`src/rtl/jtag_prog_consts.vh`:
```
`ifndef JTAG_PROG_CONSTS_VH
`define JTAG_PROG_CONSTS_VH
`define IR_HOLD_RESET 4'hC
`define IR_UNLOCK 4'h4
`define IR_COMMAND 4'h5
`define IR_PAGE_LOAD 4'h6
`define IR_PAGE_READ 4'h7
`define IR_BYPASS 4'hF
`define UNLOCK_KEY 16'hA370
`define UNLOCK_RESET 16'h0000
`define CMD_WIDTH 15
`define BYTE_WIDTH 8
`define DISABLE_CLEAR_CYCLES 2'h2
`define PAGE_WRITE_TCK 4'hB
`define ADDR_WIDTH 13
`define RESET_TIMEOUT_CYCLES 16'h0040
`endif

```
`src/rtl/byte_fifo.v`:
```
`timescale 1ns/10ps
module byte_fifo #(
  parameter WIDTH = 21,
  parameter DEPTH = 32,
  parameter AW = 5
) (
  // Clock and reset
  input wire clk,
  input wire srst,
  // Write side
  input wire in_valid,
  output wire in_ready,
  input wire [WIDTH-1:0] in_data,
  // Read side
  output wire out_valid,
  input wire out_ready,
  output reg [WIDTH-1:0] out_data
);
  reg [WIDTH-1:0] mem [0:DEPTH-1];
  reg [AW:0] wr_r;
  reg [AW:0] rd_r;
  wire full = (wr_r[AW] != rd_r[AW]) && (wr_r[AW-1:0] == rd_r[AW-1:0]);
  wire empty = (wr_r == rd_r);
  assign in_ready = !full;
  assign out_valid = !empty;
  always @*
    out_data = mem[rd_r[AW-1:0]];
  always @(posedge clk)
  begin
    if (in_valid && !full)
      mem[wr_r[AW-1:0]] <= in_data;
    if (srst)
    begin
      wr_r <= {(AW+1){1'b0}};
      rd_r <= {(AW+1){1'b0}};
    end
    else
    begin
      if (in_valid && !full)
        wr_r <= wr_r + 1'b1;
      if (out_ready && !empty)
        rd_r <= rd_r + 1'b1;
    end
  end
endmodule // byte_fifo

```
`src/rtl/jtag_prog_port.v`:
```
`timescale 1ns/10ps
`include "jtag_prog_consts.vh"
// Function
// - Port works only with enable fuse programmed and disable bit clear.
// - External reset low clears a set disable bit after two chip clocks.
// - All shift registers move least significant bit first.
// - Four-bit instruction register selects the data register path.
// - Run-Test/Idle generates internal clocks and serves as idle state.
// - Code 0xC selects one-bit reset chain; controller is not reset.
// - A one in the reset chain holds the chip in reset immediately.
// - After chain release reset lasts for the fuse-chosen time-out.
// - Code 0x4 selects 16-bit unlock register, compared on Update-DR.
// - Programming enabled only when unlock register equals the key.
// - Unlock register clears on reset; host clears it on leaving.
// - Code 0x5 selects 15-bit command register; capture loads result.
// - Update-DR applies command; following idle yields one execute clock.
// - Code 0x6 selects 8-bit byte register, low bits of command register.
// - Page-load update copies byte, writes page buffer within eleven clocks; byte queued in 32-entry FIFO until page_wr_ready, dropped if full.
// - Page-load alternates low/high, pre-increment address except first.
// - Code 0x7 captures flash bytes alternating, post-increment after high.
module jtag_prog_port (
  // Clock and reset
  input wire clk,
  input wire srst,
  // Test port pins
  input wire tck,
  input wire tms,
  input wire tdi,
  output reg tdo,
  output reg tdo_oe,
  // Chip control
  input wire test_port_enable_fuse,
  input wire ext_reset_n,
  input wire disable_set,
  output reg test_port_disable_bit,
  output wire chip_reset,
  input wire [15:0] reset_timeout_cycles,
  // Memory programming interface
  output reg [`CMD_WIDTH-1:0] mem_cmd,
  output reg mem_cmd_strobe,
  output reg mem_exec_clk,
  input wire [`CMD_WIDTH-1:0] mem_result,
  output reg [`ADDR_WIDTH-1:0] page_addr,
  output wire page_wr_valid,
  input wire page_wr_ready,
  output wire [`ADDR_WIDTH-1:0] page_wr_addr,
  output wire page_wr_high,
  output wire [`BYTE_WIDTH-1:0] page_wr_byte,
  input wire [15:0] flash_word,
  output reg prog_mode
);
  // Test controller states, binary coded.
  localparam [3:0] TAP_RESET = 4'h0;
  localparam [3:0] TAP_IDLE = 4'h1;
  localparam [3:0] TAP_SEL_DR = 4'h2;
  localparam [3:0] TAP_CAP_DR = 4'h3;
  localparam [3:0] TAP_SHIFT_DR = 4'h4;
  localparam [3:0] TAP_EXIT1_DR = 4'h5;
  localparam [3:0] TAP_PAUSE_DR = 4'h6;
  localparam [3:0] TAP_EXIT2_DR = 4'h7;
  localparam [3:0] TAP_UPD_DR = 4'h8;
  localparam [3:0] TAP_SEL_IR = 4'h9;
  localparam [3:0] TAP_CAP_IR = 4'hA;
  localparam [3:0] TAP_SHIFT_IR = 4'hB;
  localparam [3:0] TAP_EXIT1_IR = 4'hC;
  localparam [3:0] TAP_PAUSE_IR = 4'hD;
  localparam [3:0] TAP_EXIT2_IR = 4'hE;
  localparam [3:0] TAP_UPD_IR = 4'hF;
  reg [2:0] tck_s;
  reg [1:0] tms_s;
  reg [1:0] tdi_s;
  reg [1:0] rstn_s;
  reg [3:0] tap_r;
  reg [3:0] tap_nxt;
  reg [3:0] ir_r;
  reg [3:0] ir_shift_r;
  reg reset_chain;
  reg [15:0] program_unlock_key;
  reg [`CMD_WIDTH-1:0] program_command_shift;
  reg bypass_r;
  reg load_high_r;
  reg load_first_r;
  reg read_high_r;
  reg idle_pend_r;
  reg [1:0] dis_cnt_r;
  reg [15:0] rst_to_r;
  wire tck_rise = tck_s[1] & ~tck_s[2];
  wire tck_fall = ~tck_s[1] & tck_s[2];
  wire tms_i = tms_s[1];
  wire tdi_i = tdi_s[1];
  wire port_on = test_port_enable_fuse & ~test_port_disable_bit;
  wire [`BYTE_WIDTH-1:0] page_byte_shift = program_command_shift[`BYTE_WIDTH-1:0];
  wire fifo_in_ready;
  wire upd_dr = tck_rise && tap_r == TAP_UPD_DR;
  wire cap_dr = tck_rise && tap_r == TAP_CAP_DR;
  wire sh_dr = tck_rise && tap_r == TAP_SHIFT_DR;
  assign chip_reset = reset_chain | (rst_to_r != 16'h0000) | ~rstn_s[1];

  always @(posedge clk)
  begin
    if (srst)
    begin
      tck_s <= 3'h0;
      tms_s <= 2'h3;
      tdi_s <= 2'h3;
      rstn_s <= 2'h3;
    end
    else
    begin
      tck_s <= {tck_s[1:0], tck};
      tms_s <= {tms_s[0], tms};
      tdi_s <= {tdi_s[0], tdi};
      rstn_s <= {rstn_s[0], ext_reset_n};
    end
  end

  always @(posedge clk)
  begin
    if (srst)
    begin
      test_port_disable_bit <= 1'b0;
      dis_cnt_r <= 2'h0;
    end
    else if (disable_set)
    begin
      test_port_disable_bit <= 1'b1;
      dis_cnt_r <= 2'h0;
    end
    else if (test_port_disable_bit && !rstn_s[1])
    begin
      if (dis_cnt_r == `DISABLE_CLEAR_CYCLES - 2'h1)
        test_port_disable_bit <= 1'b0;
      dis_cnt_r <= dis_cnt_r + 2'h1;
    end
    else
      dis_cnt_r <= 2'h0;
  end

  always @*
  begin
    case (tap_r)
      TAP_RESET: tap_nxt = tms_i ? TAP_RESET : TAP_IDLE;
      TAP_IDLE: tap_nxt = tms_i ? TAP_SEL_DR : TAP_IDLE;
      TAP_SEL_DR: tap_nxt = tms_i ? TAP_SEL_IR : TAP_CAP_DR;
      TAP_CAP_DR: tap_nxt = tms_i ? TAP_EXIT1_DR : TAP_SHIFT_DR;
      TAP_SHIFT_DR: tap_nxt = tms_i ? TAP_EXIT1_DR : TAP_SHIFT_DR;
      TAP_EXIT1_DR: tap_nxt = tms_i ? TAP_UPD_DR : TAP_PAUSE_DR;
      TAP_PAUSE_DR: tap_nxt = tms_i ? TAP_EXIT2_DR : TAP_PAUSE_DR;
      TAP_EXIT2_DR: tap_nxt = tms_i ? TAP_UPD_DR : TAP_SHIFT_DR;
      TAP_UPD_DR: tap_nxt = tms_i ? TAP_SEL_DR : TAP_IDLE;
      TAP_SEL_IR: tap_nxt = tms_i ? TAP_RESET : TAP_CAP_IR;
      TAP_CAP_IR: tap_nxt = tms_i ? TAP_EXIT1_IR : TAP_SHIFT_IR;
      TAP_SHIFT_IR: tap_nxt = tms_i ? TAP_EXIT1_IR : TAP_SHIFT_IR;
      TAP_EXIT1_IR: tap_nxt = tms_i ? TAP_UPD_IR : TAP_PAUSE_IR;
      TAP_PAUSE_IR: tap_nxt = tms_i ? TAP_EXIT2_IR : TAP_PAUSE_IR;
      TAP_EXIT2_IR: tap_nxt = tms_i ? TAP_UPD_IR : TAP_SHIFT_IR;
      TAP_UPD_IR: tap_nxt = tms_i ? TAP_SEL_DR : TAP_IDLE;
      default: tap_nxt = TAP_RESET;
    endcase
  end

  always @(posedge clk)
  begin
    if (srst || !port_on)
    begin
      tap_r <= TAP_RESET;
      ir_r <= `IR_BYPASS;
      ir_shift_r <= 4'h0;
      bypass_r <= 1'b0;
      reset_chain <= 1'b0;
      program_unlock_key <= `UNLOCK_RESET;
      program_command_shift <= {`CMD_WIDTH{1'b0}};
      prog_mode <= 1'b0;
      mem_cmd <= {`CMD_WIDTH{1'b0}};
      mem_cmd_strobe <= 1'b0;
      mem_exec_clk <= 1'b0;
      idle_pend_r <= 1'b0;
      page_addr <= {`ADDR_WIDTH{1'b0}};
      load_high_r <= 1'b0;
      load_first_r <= 1'b1;
      read_high_r <= 1'b0;
      tdo <= 1'b0;
      tdo_oe <= 1'b0;
      rst_to_r <= 16'h0000;
    end
    else
    begin
      mem_cmd_strobe <= 1'b0;
      mem_exec_clk <= 1'b0;
      if (reset_chain)
        rst_to_r <= reset_timeout_cycles;
      else if (rst_to_r != 16'h0000)
        rst_to_r <= rst_to_r - 16'h0001;
      if (tck_rise)
        tap_r <= tap_nxt;
      if (tck_rise && tap_r == TAP_CAP_IR)
        ir_shift_r <= 4'h1;
      if (tck_rise && tap_r == TAP_SHIFT_IR)
        ir_shift_r <= {tdi_i, ir_shift_r[3:1]};
      if (tck_rise && tap_r == TAP_UPD_IR)
      begin
        ir_r <= ir_shift_r;
        load_high_r <= 1'b0;
        load_first_r <= 1'b1;
        read_high_r <= 1'b0;
      end
      if (tck_rise && tap_r == TAP_RESET)
        ir_r <= `IR_BYPASS;
      if (sh_dr)
        bypass_r <= tdi_i;
      if (sh_dr && ir_r == `IR_HOLD_RESET)
        reset_chain <= tdi_i;
      if (sh_dr && ir_r == `IR_UNLOCK)
        program_unlock_key <= {tdi_i, program_unlock_key[15:1]};
      if (upd_dr && ir_r == `IR_UNLOCK)
        prog_mode <= (program_unlock_key == `UNLOCK_KEY);
      if (cap_dr && ir_r == `IR_COMMAND)
        program_command_shift <= mem_result;
      if (sh_dr && ir_r == `IR_COMMAND)
        program_command_shift <= {tdi_i, program_command_shift[`CMD_WIDTH-1:1]};
      if (sh_dr && (ir_r == `IR_PAGE_LOAD || ir_r == `IR_PAGE_READ))
        program_command_shift[`BYTE_WIDTH-1:0] <= {tdi_i, page_byte_shift[7:1]};
      if (upd_dr && ir_r == `IR_COMMAND && prog_mode)
      begin
        mem_cmd <= program_command_shift;
        mem_cmd_strobe <= 1'b1;
        idle_pend_r <= 1'b1;
      end
      if (tck_rise && tap_r == TAP_IDLE && idle_pend_r)
      begin
        mem_exec_clk <= 1'b1;
        idle_pend_r <= 1'b0;
      end
      if (upd_dr && ir_r == `IR_PAGE_LOAD && prog_mode && fifo_in_ready)
      begin
        if (!load_high_r && !load_first_r)
          page_addr <= page_addr + 1'b1;
        load_high_r <= ~load_high_r;
        load_first_r <= 1'b0;
      end
      if (cap_dr && ir_r == `IR_PAGE_READ && prog_mode)
      begin
        program_command_shift[`BYTE_WIDTH-1:0] <= read_high_r ? flash_word[15:8] :
          flash_word[7:0];
        if (read_high_r)
          page_addr <= page_addr + 1'b1;
        read_high_r <= ~read_high_r;
      end
      if (tck_fall)
      begin
        tdo_oe <= (tap_r == TAP_SHIFT_DR) || (tap_r == TAP_SHIFT_IR);
        if (tap_r == TAP_SHIFT_IR)
          tdo <= ir_shift_r[0];
        else
          case (ir_r)
            `IR_HOLD_RESET: tdo <= reset_chain;
            `IR_UNLOCK: tdo <= program_unlock_key[0];
            `IR_COMMAND, `IR_PAGE_LOAD, `IR_PAGE_READ: tdo <= program_command_shift[0];
            default: tdo <= bypass_r;
          endcase
      end
    end
  end

  wire page_push = upd_dr && ir_r == `IR_PAGE_LOAD && prog_mode && port_on && !srst;
  wire [`ADDR_WIDTH-1:0] push_addr = (!load_high_r && !load_first_r) ?
    page_addr + 1'b1 : page_addr;
  byte_fifo #(
    .WIDTH(`ADDR_WIDTH + 1 + `BYTE_WIDTH),
    .DEPTH(32),
    .AW(5)
  ) u_fifo (
    .clk(clk),
    .srst(srst),
    .in_valid(page_push),
    .in_ready(fifo_in_ready),
    .in_data({push_addr, load_high_r, page_byte_shift}),
    .out_valid(page_wr_valid),
    .out_ready(page_wr_ready),
    .out_data({page_wr_addr, page_wr_high, page_wr_byte})
  );
endmodule // jtag_prog_port

```
`config.mk`:
```
export PLATFORM = sky130hd
export DESIGN_NAME = jtag_prog_port
export DESIGN_NICKNAME = d
export VERILOG_FILES = /design/src/rtl/byte_fifo.v /design/src/rtl/jtag_prog_port.v
export VERILOG_INCLUDE_DIRS = /design/src /design/src/rtl
export SDC_FILE = /design/constraint.sdc
export NUM_CORES = 1
export LEC_CHECK = 0
export BUFFER_PORTS_ARGS = -buffer_cell sky130_fd_sc_hd__buf_2
export CAP_MARGIN = 20
export CORE_MARGIN = 2
export CORE_UTILIZATION = 52
export CTS_BUF_LIST = sky130_fd_sc_hd__clkbuf_16
export DETAILED_ROUTE_END_ITERATION = 16
export HOLD_SLACK_MARGIN = 0.03
export MAX_ROUTING_LAYER = met4
export PLACE_DENSITY = 0.69
export SYNTH_ARGS = -nofsm -noshare
export SYNTH_HDL_FRONTEND = slang
export SYNTH_SLANG_ARGS = --single-unit
```
`constraint.sdc`:
```
create_clock -name clk -period 5.87 [get_ports clk]
set_input_delay 1.174 -clock clk [delete_from_list [all_inputs] [get_ports clk]]
set_output_delay 1.174 -clock clk [all_outputs]
set_load 0.01 [all_outputs]
```
==> impl_metrics.tcl <==
set metrics [dict create \
    synth_nets 1880 \
    cp-end-kind "output port" \
    yosysSeqAreaShare 0.716 \
    root_buffer "clkbuf_16" \
    io_pins 114 \
    cts_buffers 84 \
    ys.warnings.count 0 \
    path_max_fanout 28 \
    cts-htree-levels 3 \
    start_util 0.526 \
    placementRows 92 \
    dp_hpwl_um 47300 \
    netlist.area_leader.share 0.639 \
    grt_pass1_wl_um 117000 \
    clock_latency_ns 0.64 \
    totalWireLength_um 78800 \
    diodes 0 \
    setup_viol 0 \
    hold_viol 0 \
    wl_per_cell_um 27.2 \
    cap_violations 0 \
    r2r_setup_slack_ns 1.80 \
    max_slew_margin 0.349 \
    dpl_cell_area_um2 35100 \
    ant_nets 0 \
    vias 17956 \
    viasPerCell 6.20 \
    timing.rr.end "u_fifo.mem[12][8]$_DFFE_PP_" \
    synth.most_common_cell "edfxtp_1" \
    port-buffer-count 113 \
    finalClockSkew_ns 0.0430 \
    coreArea_um2 63000 \
    cp_data_arrival_time_ns 3.50 \
    finalNetCount 2050 \
    cts_setup_buffers 0 \
    gp_congestion 0.893 \
    synth_area_leader_cell "edfxtp_1" \
    grt_max_degree 72 \
    grt.overflow.total 0 \
    synth_edf_count 704 \
    finalCritPeriodShare 0.797 \
    syn_area_um2 33100 \
    antenna_found_initial 4 \
    die_h_um 256 \
    whs_endpoint "tdi_s[1]$_SDFF_PP1_" \
    postLayoutCellArea_um2 38100 \
    worst-setup-path-type "flop to output port" \
    hold_start "tdi_s[0]$_SDFF_PP1_" \
    cts_tree "done" \
    synth_async_sr_flop_share 0 \
    p_leak_uw 0.0131 \
    ir_worst_vdd_v 0.000285 \
    drtIter0Drc 2210 \
    drive_gt1_frac 0.300 \
    r2r_cells 6 \
    synth-seq-cells 831 \
    cts.sinks 831 \
    rsz0062_at_grt "no" \
    slew_violations 0 \
    synthCells 1815 \
    ctsResizeCount 0 \
    required_ns 4.70 \
    avgSynthCellArea_um2 18.2 \
    synth_top_flop_cell "edfxtp_1" \
    die_x_um 256 \
    cts.clk_slew.worst_paths_ns 0.06 \
    drtPass1Iterations 5 \
    die-area_um2 65700 \
    power_density_nw_per_um2 323 \
    run_status "complete, no violations" \
    ctsHoldBuffers 0 \
    synth_commonest_cells "edfxtp_1, mux4_2, dfxtp_1, nand2_1, nor2_1" \
    clockBufferDepth 3 \
    grt_use_total 0.250 \
    fmax_mhz 214 \
    yosysUniqueCellTypes 64 \
    hold_class "flop to flop" \
    drc 0 \
    start_kind "flop" \
    period_needed_ns 4.68 \
    fin_tns_setup_ns 0 \
    syn_to_final_growth_pct 15.1 \
    tightestPinTransition_ns 0.975 \
    grt_pass1_vias 18004 \
    ys_top_cells_by_area "edfxtp_1, mux4_2, dfxtp_1" \
    crit-reg2reg-launch "tap_r[3]$_SDFFE_PP0N_" \
    total_power_uw 12300 \
    hold_path_depth 1 \
]
worst max-delay path by stage:
stage	startpoint	end	slack [ns]	depth (start not counted)
floorplan	srst	u_fifo.mem[15][0]$_DFFE_PP_	2.17	5
global placement	flop	page_wr_addr[0]	1.76	5
detailed placement	flop	page_wr_addr[0]	1.76	5
CTS	flop	page_wr_addr[1]	1.10	5
global route	flop	page_wr_addr[1]	0.98	5
finish	flop	page_wr_addr[6]	1.19	5
cells in the final DEF (no fill, tap or decap), types with 12 or more instances in the layout:
cell type / count
nor2_1: 66
nor3_1: 19
inv_1: 31
clkinv_1: 16
nand4_1: 13
clkbuf_16: 84
xnor2_1: 14
nand2_1: 127
edfxtp_1: 704
bufinv_16: 12
nor4_1: 15
o21ai_0: 18
buf_4: 52
nand2b_1: 12
nor2_2: 28
mux2_2: 23
nand3_1: 29
a21oi_1: 72
mux2i_1: 30
a211oi_1: 17
mux4_2: 220
buf_2: 113
dfxtp_1: 123
area by class of cell:
class | count | area (um^2)
clock buffers | 84 | 2100
clock inverters | 65 | 654
fillers | 4484 | 24900
inverters | 13 | 48.8
multi-input cells | 871 | 9170
flip-flops and latches | 831 | 23700
well taps | 846 | 1060
repair buffers | 184 | 1370
logic make-up after synthesis:
family	after synthesis	share of synthesized area
mux	273	0.167
buf+inv	113	0.0139
fa+ha+maj	9	0.00340
compound gates	161	0.0317
xor+xnor	37	0.00979
simple gates	391	0.0590
flops	831	0.716
critical path, cell delays in order, from the launching register on:
cell and delay, ns:
dfxtp_4 0.73, buf_4 0.49, mux4_2 0.56, mux4_2 0.57
mux2_2 0.34, buf_2 0.15
stage by stage:
step / instances / util / setup WS (ns) / hold WS [ns]
2_1_floorplan: 1815 / - / 2.17 / 0.389
3_3_place_gp: 2734 / 0.557 / 1.76 / 0.396
3_5_place_dp: 2737 / 0.558 / 1.76 / 0.415
4_1_cts: 2886 / 0.602 / 1.10 / 0.395
5_1_grt: 2894 / 0.605 / 0.984 / 0.417
6_report: 2894 / 0.605 / 1.19 / 0.393
metal layers:
layer  share of wire  global-route usage  wire length, um
met2            0.50               0.396            39300
met4           0.019              0.0549             1470
met5               0                   -                0
met3           0.067              0.0362             5260
met1            0.42               0.349            32800
sequential cells by signal (all words and copies together), names as in the netlist, 2 cells and up, named ones only:
register and cells:
u_fifo.rd_r 6, tap_r 4, ir_shift_r 4, tms_s 2, ir_r 4, dis_cnt_r 2, rstn_s 2, rst_to_r 16
tck_s 3, u_fifo.mem 704, mem_cmd 15, page_addr 13, program_unlock_key 16, tdi_s 2, u_fifo.wr_r 6, program_command_shift 15
power by group:
part	total, uW	switching, uW	internal [uW]
logic	545	298	247
registers	6390	46.6	6340
clock network	5360	2220	3140
No activity file was read; power rests on OpenSTA's default activity.
